File: src/logic/pmt_pkg.sv
package pmt_pkg;

	localparam int NPORT = 4;

	// serial target address; arbitrary neutral value
	localparam logic [6:0] SER_ADDR = 7'h2a;

	// register offsets
	localparam logic [7:0] REG_MISC_CFG   = 8'h17;
	localparam logic [7:0] REG_PROBE_TRIG = 8'h18;

	// reset values
	localparam logic [7:0] MISC_CFG_RST   = 8'h80;
	localparam logic [7:0] PROBE_TRIG_RST = 8'h00;

	// quad_misc_config fields
	localparam int CFG_ALERT_OFF_BIT = 7;
	localparam int CFG_CAP_OFF_BIT   = 6;
	localparam int CFG_GRADED_BIT    = 4;
	localparam int CFG_CLASS_CHG_BIT = 3;
	localparam int CFG_PROBE_CHG_BIT = 2;
	// bits 5, 1 and 0 are reserved and read as zero
	localparam logic [7:0] CFG_WR_MASK = 8'hdc;

	// probe_restart_trigger fields
	localparam int TRIG_CLASS_LSB  = 4;
	localparam int TRIG_DETECT_LSB = 0;

	// restart codes {class bit, detect bit}
	localparam logic [1:0] CODE_NONE   = 2'h0;
	localparam logic [1:0] CODE_DETECT = 2'h1;
	localparam logic [1:0] CODE_BAD    = 2'h2;
	localparam logic [1:0] CODE_PROBE  = 2'h3;

	// port_operating_style encoding
	localparam logic [1:0] STYLE_SHUTDOWN       = 2'h0;
	localparam logic [1:0] STYLE_HAND           = 2'h1;
	localparam logic [1:0] STYLE_HALF_AUTOMATIC = 2'h2;
	localparam logic [1:0] STYLE_AUTOMATIC      = 2'h3;

	localparam int RESULT_W = 4;

	typedef enum logic [3:0] {
		SER_IDLE,
		SER_ADDR_BYTE,
		SER_ACK_ADDR,
		SER_PTR,
		SER_ACK_PTR,
		SER_WDATA,
		SER_ACK_WDATA,
		SER_RDATA,
		SER_RACK,
		SER_RNEXT
	} pmt_ser_state_t;

endpackage

File: src/logic/pmt_cfg_if.sv
interface pmt_cfg_if;
	import pmt_pkg::*;

	logic [7:0] cfg;
	logic       trig_wr;
	logic [7:0] trig_data;

	modport regs (output cfg, output trig_wr, output trig_data);
	modport launch (input trig_wr, input trig_data);
	modport filter (input cfg);

endinterface

File: src/logic/pmt_top.sv
// Contract
// alert pin driven only while config bit 7 is zero; resets to one.
// config bit 6 zero enables capacitance measurement; one disables it.
// config bit 4 picks single-bit (0) or graded (1) port priority.
// bit 3 zero: class done on every write; one: only on change.
// bit 2 zero: probe done on every update; one: only on change.
// configuration register at offset 0x17, host read and write.
// trigger register at offset 0x18, write-only, resets to zero.
// trigger bits 7..4 restart class, 3..0 restart detect, paired per port.
// code 00 does nothing; 01 runs one detection and connection check.
// code 11 runs detection, check and class, without powering the port.
// host must never write code 10 for any port.
// host uses the trigger only in hand-operated style, for debug.
// in automatic styles a trigger write loads the arm bits instead.
// a trigger one is a single-cycle pulse; register keeps no state.
module pmt_top
	import pmt_pkg::*;
(
	// clock and reset
	input  wire logic                              clk_sys,
	input  wire logic                              sys_rst,
	// two-wire serial link
	input  wire logic                              scl_in,
	input  wire logic                              sda_in,
	output logic                                   sda_out,
	output logic                                   sda_oe,
	// alert pin
	input  wire logic                              alert_req,
	output logic                                   alert_out_n,
	output logic                                   alert_oe,
	// quad configuration
	output logic                                   capacitance_probe_off,
	output logic                                   graded_priority_sel,
	// per-port state
	input  wire logic [NPORT-1:0][1:0]             port_operating_style,
	input  wire logic [NPORT-1:0]                  class_result_wr,
	input  wire logic [NPORT-1:0][RESULT_W-1:0]    port_class_result,
	input  wire logic [NPORT-1:0]                  probe_result_wr,
	input  wire logic [NPORT-1:0][RESULT_W-1:0]    port_probe_result,
	// done events
	output logic      [NPORT-1:0]                  class_finished_event,
	output logic      [NPORT-1:0]                  probe_finished_event,
	// probe requests
	output logic      [NPORT-1:0]                  probe_detect_start,
	output logic      [NPORT-1:0]                  probe_class_start,
	output logic      [NPORT-1:0]                  probe_power_inhibit,
	output logic      [NPORT-1:0]                  arm_load,
	output logic      [NPORT-1:0]                  arm_class_en,
	output logic      [NPORT-1:0]                  arm_detect_en
);

	typedef struct packed {
		logic           scl_s1;
		logic           scl_s2;
		logic           scl_s3;
		logic           sda_s1;
		logic           sda_s2;
		logic           sda_s3;
		pmt_ser_state_t state;
		logic [3:0]     bitcnt;
		logic [7:0]     shreg;
		logic           rd_mode;
		logic [7:0]     ptr;
		logic [7:0]     cfg;
		logic           trig_wr;
		logic [7:0]     trig_data;
		logic           alert_drive;
	} pmt_top_st_t;

	pmt_top_st_t st_reg;
	pmt_top_st_t st_next;

	pmt_cfg_if cfg_bus ();

	function automatic logic [7:0] read_byte(input logic [7:0] addr, input logic [7:0] cfg);
		logic [7:0] val;
		val = 8'h00;
		if (addr == REG_MISC_CFG) begin
			val = cfg & CFG_WR_MASK;
		end
		// the trigger reads back zero: it is write-only
		return val;
	endfunction

	logic scl_rise;
	logic scl_fall;
	logic ser_start;
	logic ser_stop;

	// only the second and third stages feed edge and condition detection
	assign scl_rise  = st_reg.scl_s2 & ~st_reg.scl_s3;
	assign scl_fall  = ~st_reg.scl_s2 & st_reg.scl_s3;
	assign ser_start = st_reg.scl_s2 & st_reg.scl_s3 & ~st_reg.sda_s2 & st_reg.sda_s3;
	assign ser_stop  = st_reg.scl_s2 & st_reg.scl_s3 & st_reg.sda_s2 & ~st_reg.sda_s3;

	always_comb begin
		st_next = st_reg;
		st_next.scl_s1 = scl_in;
		st_next.scl_s2 = st_reg.scl_s1;
		st_next.scl_s3 = st_reg.scl_s2;
		st_next.sda_s1 = sda_in;
		st_next.sda_s2 = st_reg.sda_s1;
		st_next.sda_s3 = st_reg.sda_s2;
		st_next.trig_wr = 1'b0;
		st_next.alert_drive = alert_req & ~st_reg.cfg[CFG_ALERT_OFF_BIT];

		if (ser_start) begin
			// a repeated start keeps the register pointer
			st_next.state = SER_ADDR_BYTE;
			st_next.bitcnt = 4'h0;
		end else if (ser_stop) begin
			st_next.state = SER_IDLE;
		end else begin
			unique case (st_reg.state)
				SER_IDLE: begin
				end
				SER_ADDR_BYTE, SER_PTR, SER_WDATA: begin
					if (scl_rise) begin
						st_next.shreg = {st_reg.shreg[6:0], st_reg.sda_s2};
						st_next.bitcnt = st_reg.bitcnt + 4'h1;
					end else if (scl_fall && st_reg.bitcnt == 4'h8) begin
						st_next.bitcnt = 4'h0;
						if (st_reg.state == SER_ADDR_BYTE) begin
							if (st_reg.shreg[7:1] == SER_ADDR) begin
								st_next.rd_mode = st_reg.shreg[0];
								st_next.state = SER_ACK_ADDR;
							end else begin
								st_next.state = SER_IDLE;
							end
						end else if (st_reg.state == SER_PTR) begin
							st_next.ptr = st_reg.shreg;
							st_next.state = SER_ACK_PTR;
						end else begin
							if (st_reg.ptr == REG_MISC_CFG) begin
								st_next.cfg = st_reg.shreg & CFG_WR_MASK;
							end
							if (st_reg.ptr == REG_PROBE_TRIG) begin
								st_next.trig_wr = 1'b1;
								st_next.trig_data = st_reg.shreg;
							end
							st_next.state = SER_ACK_WDATA;
						end
					end
				end
				SER_ACK_ADDR: begin
					if (scl_fall) begin
						if (st_reg.rd_mode) begin
							st_next.shreg = read_byte(st_reg.ptr, st_reg.cfg);
							st_next.state = SER_RDATA;
						end else begin
							st_next.state = SER_PTR;
						end
					end
				end
				SER_ACK_PTR: begin
					if (scl_fall) begin
						st_next.state = SER_WDATA;
					end
				end
				SER_ACK_WDATA: begin
					if (scl_fall) begin
						st_next.ptr = st_reg.ptr + 8'h01;
						st_next.state = SER_WDATA;
					end
				end
				SER_RDATA: begin
					if (scl_fall) begin
						if (st_reg.bitcnt == 4'h7) begin
							st_next.state = SER_RACK;
						end else begin
							st_next.shreg = {st_reg.shreg[6:0], 1'b0};
							st_next.bitcnt = st_reg.bitcnt + 4'h1;
						end
					end
				end
				SER_RACK: begin
					// host ack keeps reading, nack ends the burst
					if (scl_rise) begin
						st_next.state = st_reg.sda_s2 ? SER_IDLE : SER_RNEXT;
					end
				end
				SER_RNEXT: begin
					if (scl_fall) begin
						st_next.ptr = st_reg.ptr + 8'h01;
						st_next.shreg = read_byte(st_reg.ptr + 8'h01, st_reg.cfg);
						st_next.bitcnt = 4'h0;
						st_next.state = SER_RDATA;
					end
				end
			endcase
		end
	end

	always_ff @(posedge clk_sys or posedge sys_rst) begin
		if (sys_rst) begin
			st_reg <= '{
				scl_s1: 1'b1,
				scl_s2: 1'b1,
				scl_s3: 1'b1,
				sda_s1: 1'b1,
				sda_s2: 1'b1,
				sda_s3: 1'b1,
				state: SER_IDLE,
				bitcnt: 4'h0,
				shreg: 8'h00,
				rd_mode: 1'b0,
				ptr: 8'h00,
				cfg: MISC_CFG_RST,
				trig_wr: 1'b0,
				trig_data: PROBE_TRIG_RST,
				alert_drive: 1'b0
			};
		end else begin
			st_reg <= st_next;
		end
	end

	// open drain: the pins only ever pull low
	assign sda_out = 1'b0;
	assign sda_oe  = (st_reg.state == SER_ACK_ADDR) || (st_reg.state == SER_ACK_PTR) ||
		(st_reg.state == SER_ACK_WDATA) || ((st_reg.state == SER_RDATA) && !st_reg.shreg[7]);

	assign alert_out_n = 1'b0;
	assign alert_oe    = st_reg.alert_drive;

	assign capacitance_probe_off = st_reg.cfg[CFG_CAP_OFF_BIT];
	assign graded_priority_sel   = st_reg.cfg[CFG_GRADED_BIT];

	assign cfg_bus.cfg       = st_reg.cfg;
	assign cfg_bus.trig_wr   = st_reg.trig_wr;
	assign cfg_bus.trig_data = st_reg.trig_data;

	pmt_done_filter u_filter (
		.clk_sys              (clk_sys),
		.sys_rst              (sys_rst),
		.cfg_if               (cfg_bus.filter),
		.class_result_wr      (class_result_wr),
		.port_class_result    (port_class_result),
		.probe_result_wr      (probe_result_wr),
		.port_probe_result    (port_probe_result),
		.class_finished_event (class_finished_event),
		.probe_finished_event (probe_finished_event)
	);

	pmt_probe_launcher u_launch (
		.clk_sys              (clk_sys),
		.sys_rst              (sys_rst),
		.cfg_if               (cfg_bus.launch),
		.port_operating_style (port_operating_style),
		.probe_detect_start   (probe_detect_start),
		.probe_class_start    (probe_class_start),
		.probe_power_inhibit  (probe_power_inhibit),
		.arm_load             (arm_load),
		.arm_class_en         (arm_class_en),
		.arm_detect_en        (arm_detect_en)
	);

endmodule // pmt_top

File: src/logic/pmt_done_filter.sv
module pmt_done_filter
	import pmt_pkg::*;
(
	// clock and reset
	input  wire logic                              clk_sys,
	input  wire logic                              sys_rst,
	// configuration
	pmt_cfg_if.filter                              cfg_if,
	// result updates from the probe engines
	input  wire logic [NPORT-1:0]                  class_result_wr,
	input  wire logic [NPORT-1:0][RESULT_W-1:0]    port_class_result,
	input  wire logic [NPORT-1:0]                  probe_result_wr,
	input  wire logic [NPORT-1:0][RESULT_W-1:0]    port_probe_result,
	// done events
	output logic      [NPORT-1:0]                  class_finished_event,
	output logic      [NPORT-1:0]                  probe_finished_event
);

	typedef struct packed {
		logic [NPORT-1:0][RESULT_W-1:0] class_prev;
		logic [NPORT-1:0][RESULT_W-1:0] probe_prev;
		logic [NPORT-1:0]               class_ev;
		logic [NPORT-1:0]               probe_ev;
	} pmt_filt_st_t;

	pmt_filt_st_t st_reg;
	pmt_filt_st_t st_next;

	always_comb begin
		st_next = st_reg;
		for (int i = 0; i < NPORT; i++) begin
			// change mode compares against the last written value
			st_next.class_ev[i] = class_result_wr[i] &
				(~cfg_if.cfg[CFG_CLASS_CHG_BIT] |
				(port_class_result[i] != st_reg.class_prev[i]));
			st_next.probe_ev[i] = probe_result_wr[i] &
				(~cfg_if.cfg[CFG_PROBE_CHG_BIT] |
				(port_probe_result[i] != st_reg.probe_prev[i]));
			if (class_result_wr[i]) begin
				st_next.class_prev[i] = port_class_result[i];
			end
			if (probe_result_wr[i]) begin
				st_next.probe_prev[i] = port_probe_result[i];
			end
		end
	end

	always_ff @(posedge clk_sys or posedge sys_rst) begin
		if (sys_rst) begin
			st_reg <= '0;
		end else begin
			st_reg <= st_next;
		end
	end

	assign class_finished_event = st_reg.class_ev;
	assign probe_finished_event = st_reg.probe_ev;

endmodule // pmt_done_filter

File: src/logic/pmt_probe_launcher.sv
module pmt_probe_launcher
	import pmt_pkg::*;
(
	// clock and reset
	input  wire logic                   clk_sys,
	input  wire logic                   sys_rst,
	// trigger writes
	pmt_cfg_if.launch                   cfg_if,
	// port styles
	input  wire logic [NPORT-1:0][1:0]  port_operating_style,
	// one-shot probe requests
	output logic      [NPORT-1:0]       probe_detect_start,
	output logic      [NPORT-1:0]       probe_class_start,
	output logic      [NPORT-1:0]       probe_power_inhibit,
	// arm bit loads
	output logic      [NPORT-1:0]       arm_load,
	output logic      [NPORT-1:0]       arm_class_en,
	output logic      [NPORT-1:0]       arm_detect_en
);

	typedef struct packed {
		logic [NPORT-1:0] det;
		logic [NPORT-1:0] cls;
		logic [NPORT-1:0] inhibit;
		logic [NPORT-1:0] load;
		logic [NPORT-1:0] arm_cls;
		logic [NPORT-1:0] arm_det;
	} pmt_launch_st_t;

	pmt_launch_st_t st_reg;
	pmt_launch_st_t st_next;

	always_comb begin
		logic [1:0] code;
		code = CODE_NONE;
		st_next = st_reg;
		// requests are one-cycle pulses; only arm_cls and arm_det persist after the write
		st_next.det = '0;
		st_next.cls = '0;
		st_next.inhibit = '0;
		st_next.load = '0;
		for (int i = 0; i < NPORT; i++) begin
			code = {cfg_if.trig_data[TRIG_CLASS_LSB+i], cfg_if.trig_data[TRIG_DETECT_LSB+i]};
			if (cfg_if.trig_wr) begin
				unique case (port_operating_style[i])
					STYLE_HAND: begin
						// code 10 is host misuse and is ignored like 00
						st_next.det[i] = (code == CODE_DETECT) | (code == CODE_PROBE);
						st_next.cls[i] = (code == CODE_PROBE);
						st_next.inhibit[i] = (code == CODE_PROBE);
					end
					STYLE_HALF_AUTOMATIC, STYLE_AUTOMATIC: begin
						st_next.load[i] = 1'b1;
						st_next.arm_cls[i] = code[1];
						st_next.arm_det[i] = code[0];
					end
					STYLE_SHUTDOWN: begin
						// a shut port takes no probe
					end
				endcase
			end
		end
	end

	always_ff @(posedge clk_sys or posedge sys_rst) begin
		if (sys_rst) begin
			st_reg <= '0;
		end else begin
			st_reg <= st_next;
		end
	end

	assign probe_detect_start  = st_reg.det;
	assign probe_class_start   = st_reg.cls;
	assign probe_power_inhibit = st_reg.inhibit;
	assign arm_load            = st_reg.load;
	assign arm_class_en        = st_reg.arm_cls;
	assign arm_detect_en       = st_reg.arm_det;

endmodule // pmt_probe_launcher

File: config.mk
export PLATFORM = sky130hd
export DESIGN_NAME = pmt_top
export DESIGN_NICKNAME = d
export VERILOG_FILES = /design/src/logic/pmt_pkg.sv /design/src/logic/pmt_cfg_if.sv /design/src/logic/pmt_top.sv /design/src/logic/pmt_done_filter.sv /design/src/logic/pmt_probe_launcher.sv
export SDC_FILE = /design/constraint.sdc
export NUM_CORES = 1
export LEC_CHECK = 0
export BUFFER_PORTS_ARGS = -buffer_cell sky130_fd_sc_hd__buf_2
export CORE_ASPECT_RATIO = 0.5
export CORE_MARGIN = 3
export CORE_UTILIZATION = 60
export DETAILED_ROUTE_END_ITERATION = 7
export PLACE_DENSITY = 0.85
export SYNTH_ARGS = -nofsm -noshare
export SYNTH_HDL_FRONTEND = slang
export SYNTH_SLANG_ARGS = --single-unit
export TNS_END_PERCENT = 30
File: constraint.sdc
create_clock -name clk_sys -period 5.8 [get_ports clk_sys]
set_input_delay 1.16 -clock clk_sys [delete_from_list [all_inputs] [get_ports clk_sys]]
set_output_delay 1.16 -clock clk_sys [all_outputs]
set_load 0.03 [all_outputs]
**After elaboration in Yosys (flattened, before gate mapping)**

Index checks and enable logic that the tools add are counted.
W data, S select, Z words.

- Flip-flop bits (word level): 106
- Bits in latches: 0
- Bits in writable memories: 0
- Memory bits (read-only): 0
- Bits of input ports: 53
- Output and inout bits: 38
- Logic and storage cells: 237
- Memories kept: 0

- Add/sub/neg operators: 2
- $mul: 0
- Div/mod/pow operators: 0
- Order comparisons: 0
- Equal/unequal tests: 67
- Shift operators: 0
- Muxes and demuxes: 64
- Bitwise gates (word level): 40
- Reduce and logical (&&, ||, !) cells: 28

Operators by type and width:

| operator | count |
|---|---|
| $mux W8 | 10 |
| $mux W26 | 2 |
| $mux W38 | 1 |
| $mux W4 | 9 |
| $mux W17 | 2 |
| $mux W16 | 2 |
| $ne A4 B4 Y1 | 8 |
| $ne A4 B4 Y1 const B | 8 |
| $pmux W8 S4 | 1 |
| $mux W1 | 27 |
| $mux W25 | 1 |
| $eq A2 B2 Y1 const B | 12 |
| $eq A8 B5 Y1 const B | 3 |
| $pmux W4 S6 | 1 |
| $reduce_and A8 Y1 | 3 |
| $ne A2 B2 Y1 const B | 11 |
| $eq A4 B3 Y1 const B | 5 |
| $mux W9 | 2 |
| $reduce_and A9 Y1 | 2 |
| $and A1 B1 Y1 | 16 |
| $eq A2 B1 Y1 const B | 8 |
| $pmux W8 S2 | 1 |
| $eq A4 B4 Y1 const B | 3 |
| $mux W12 | 1 |
| other kinds (24) | 62 |

**Longest topological paths before layout**

- Depth after elaboration: 9
- Depth in mapped cells: 7
- Gate-level depth less buffers: 6

**By module**

Synthesis repeated with hierarchy kept, for this count alone.

- Cells, all modules: 460
- Area total of the unflattened synthesis: 5,158.7 µm²

Modules (own cells, without submodules):

| module | times used | cells each | area an instance (µm²) | sequential area each (µm²) |
|---|---|---|---|---|
| pmt_top | 1 | 274 | 2,612.5 | 1,159.9 |
| pmt_done_filter | 1 | 137 | 1,825.5 | 1,001.0 |
| pmt_probe_launcher | 1 | 49 | 720.7 | 500.5 |

**Least setup slack after synthesis**

OpenSTA, ideal clock, no wires.

- Kind: register -> output
- Start point: register st_reg[39] (netlist name)
- End point: output sda_oe
- Arrival: 1.343 ns
- Data required time: 4.640 ns
- Setup slack: 3.297 ns
- Cell stages (with the launch flop): 5
- Path buffers: 2
- Cell sequence: dfrtp_1 buf_2 buf_2 o22a_1 nor2_1

- Cells in the longest elaborated chain, start to end: 4
- Elaborated cells between the ends (all ways): 8
- Those cells by class: eq/ne: 4; reduce/logical: 4

Ends and longest elaborated chain:

| what | line | RTL |
|---|---|---|
| start, declared | pmt_top.sv:70 | `pmt_top_st_t st_reg;` |
| start signal, assigned | pmt_top.sv:196 | `st_reg <= '{` |
| start signal, assigned | pmt_top.sv:214 | `st_reg <= st_next;` |
| $eq A4 B2 Y1 or $eq A4 B3 Y1 (tied branches) | pmt_top.sv:220 | `assign sda_oe = (st_reg.state == SER_ACK_ADDR) \|\| (st_reg.state == SER_ACK_PTR) \|\|` |
| $logic_or A1 B1 Y1 (2 in a row) | pmt_top.sv:220 |  |
| $logic_or A1 B1 Y1 (*) | pmt_top.sv:221 | `(st_reg.state == SER_ACK_WDATA) \|\| ((st_reg.state == SER_RDATA) && !st_reg.shreg[7]);` |
| end, declared | pmt_top.sv:26 | `output logic sda_oe,` |

Every way passes the cells marked *; elsewhere a longest branch is shown, timed or not.

**Final worst setup path**

- Start point: register st_reg[40] (netlist name)
- End point: output sda_oe

The elaborated chain is that of the path after synthesis.

==> impl_metrics.csv <==
group,metric,value,unit
routing,first_iter_violations,349,
sta,slew-limit-headroom,47.2,%
floorplanning,die_w,139,um
critical_path,worstSetupStartpointType,"flip-flop",
logic_synthesis,ys.flop_type,"dfrtp_1",
critical_path,path_class,"flip-flop to output port",
logic_synthesis,ys_seq_area_share,49.9,%
global_routing,grtUsageTotal,22.2,%
critical_path,cp_num_buf_inv,1,
sta,layout_min_cycle_time,3100,ps
critical_path,worstReg2RegStart,"st_reg[40]",
cts,numCtsBuffers,9,
sta,worst_pin_slew,791,ps
critical_path,slowest_stage,"dfrtp_1",
routing,ant_nets,0,
cts,cts_resized,0,
logic_synthesis,synth_edf_count,0,
cts,cts_root_buf,"clkbuf_16",
cts,cts_tree,"yes",
floorplanning,rows,23,
finish,insertedDiodeCount,0,
placement,gp_congestion,0.895,
global_routing,first_global_vias,3679,
cts,clk_path_buf_depth,2,
sta,tns,0,ps
power_and_ir_drop,leakage,2.93,nW
power_and_ir_drop,vdd_drop_max,0.239,mV
critical_path,cp_data_required_time,4640,ps
run_status,status,"completed",
global_routing,gr-total-overflow,0,
sta,finClkSkew,12.3,ps
finish,postLayoutCellArea,6080,sq um
routing,vias,3757,
routing,firstDrtPassIters,5,
finish,area_delta_synth_final,14.0,%
power_and_ir_drop,powerDensity,371,nW/um^2
sta,rsz0062_at_grt,"false",
sta,timing.fmax,0.323,GHz
critical_path,cp_common_cell,"nor2_1",
critical_path,crit_start,"st_reg[40]",
logic_synthesis,synth.most_common_cell,"dfrtp_1",
logic_synthesis,async_flop_share,100,%
global_routing,grt_pass1_wl,18000,um
critical_path,path_delay_family,"flip-flops",
floorplanning,die_y,72.7,um
min_path,min_from,"st_next[47]",
cts,htree_num_levels,3,
logic_synthesis,avgSynthCellArea,11.6,sq um
routing,wirelength,10700,um
logic_synthesis,synth_area_leaders,"dfrtp_1 46%, mux2_2 13%, xor2_1 4.1%, dfstp_2 3.4%, buf_4 2.1%",
logic_synthesis,synth_cells,461,
placement,place_area,5760,sq um
logic_synthesis,ys_seq_elements,106,
run,cap_violations,0,
routing,route.detailed.drc,0,
sta,whs,346,ps
sta,timing_hold_violations_final,0,
floorplanning,die_area,10100,sq um
routing,routedWlPerCell,16.4,um
finish,nNetsFinal,594,
floorplanning,start_util,64.1,%
critical_path,cp_max_fo,24,
finish,drive_gt1_share,35.5,%
global_routing,grt_max_degree,69,
cts,insertion_delay,350,ps
logic_synthesis,yosys_warnings,0,
logic_synthesis,yosysTopAreaCell,"dfrtp_1",
min_path,hold_path_class,"flip-flop to flip-flop",
sta,setup_viol,0,
global_routing,grt_antenna_before_repair,0,
routing,vias_per_cell,5.75,
logic_synthesis,syn_area,5330,sq um
sta,timing.final.crit_share,53.4,%
logic_synthesis,synth_top_area_share,46.5,%
logic_synthesis,synth.distinct_cells,61,
cts,clock-sinks,106,
critical_path,path_cells,"nor2_1 -> o22a_1 -> nor2_1 -> buf_2",
placement,hpwl,7690,um
critical_path,cp-end-kind,"output port",
logic_synthesis,synth_common_cells,"99 x dfrtp_1, 63 x mux2_2, 25 x xor2_1",
critical_path,arrival,1940,ps
floorplanning,ios,91,
finish,largest_reg_flops,32,
cts,clk_pin_slew,80,ps
sta,slew_viol_final,0,
critical_path,slowest_delay,770,ps
floorplanning,core,8320,sq um
cts,cts_hold_buf,0,
placement,port-buffer-count,88,
cts,post_cts_buffers,0,
[power by group]
part,switching (mW),internal (mW)
combinational,0.362,0.291
sequential,0.146,0.816
clock,0.284,0.356
[through the flow]
step	worst slack (ps)	cells	power, mW	utilization, %
3_5_place_dp	3130	637	1.61	69.2
2_1_floorplan	1860	462	1.46	-
6_report	2700	653	2.25	73.1
5_1_grt	2630	653	2.39	73.1
3_3_place_gp	3160	637	1.58	69.2
4_1_cts	2740	653	2.25	73.1
[layer usage]
metal / routed length (um) / share of wire [%] / up-vias / GRT usage [%]
met3: 840 / 7.8 / 21 / 6.28
met4: 155 / 1.4 / 0 / 6.40
met5: 0 / 0 / - / 0
met2: 5000 / 47 / 154 / 36.5
met1: 4740 / 44 / 1794 / 29.5
li1: - / - / 1788 / -
[final cells by class]
cell class | instances | area, sq um
Tap cell | 112 | 140
Clock buffer | 10 | 239
Fill cell | 576 | 2240
Clock inverter | 6 | 81.3
Sequential cell | 106 | 2660
Inverter | 23 | 88.8
Timing Repair Buffer | 89 | 448
Multi-Input combinational cell | 307 | 2420
[kinds of logic after synthesis]
family / after synthesis / share of synthesized area [%]
AO/OA/AOI/OAI: 71 / 9.88
XOR/XNOR: 35 / 5.75
adder cells (fa/ha/maj): 5 / 1.17
buffers and inverters: 49 / 4.74
flip-flops: 106 / 49.9
multiplexers: 67 / 14.1
other: 1 / 0.0703
AND/OR/NAND/NOR: 127 / 14.4
[cell usage in the layout, fill, tap and decap left out, types with 3 or more instances in the layout]
cell       Yosys  routed
o21ai_0       10      10
nor2b_1       11      11
a22oi_1        4       4
nand3_1       13      13
nand4_1        3       3
nand2_1       19      19
o211ai_1       3       3
xnor2_1       10      10
inv_1         23      22
buf_2          9      88
and4b_1        4       4
or2_2          5       5
o2bb2ai_1      9       9
nor3_1        15      15
clkbuf_16      0       9
nor2_1        18      18
dfstp_2        7       7
a221o_1        5       5
mux2_2        63      63
inv_6          0       3
a31oi_1       11      11
and2_1         5       5
a22o_1         3       3
ha_1           5       5
a21oi_1        9       9
mux2i_1        4       4
xor2_1        25      25
dfrtp_1       99      99
nor3b_1        6       6
nand2b_1       7       7
[path summary, 6_finish.rpt]
check	to	slack [ps]	cells past startpoint
min in group asynchronous	u_filter.st_reg[39]	970	2
worst max-delay path	sda_oe	2700	4
worst max register to register	st_reg[19]	3350	5
worst min-delay path	st_next[46]	350	0
worst min register to register	st_next[46]	350	0
max in group asynchronous	st_next[47]	3820	3
Note: power is estimated with default switching activity, not from simulation.
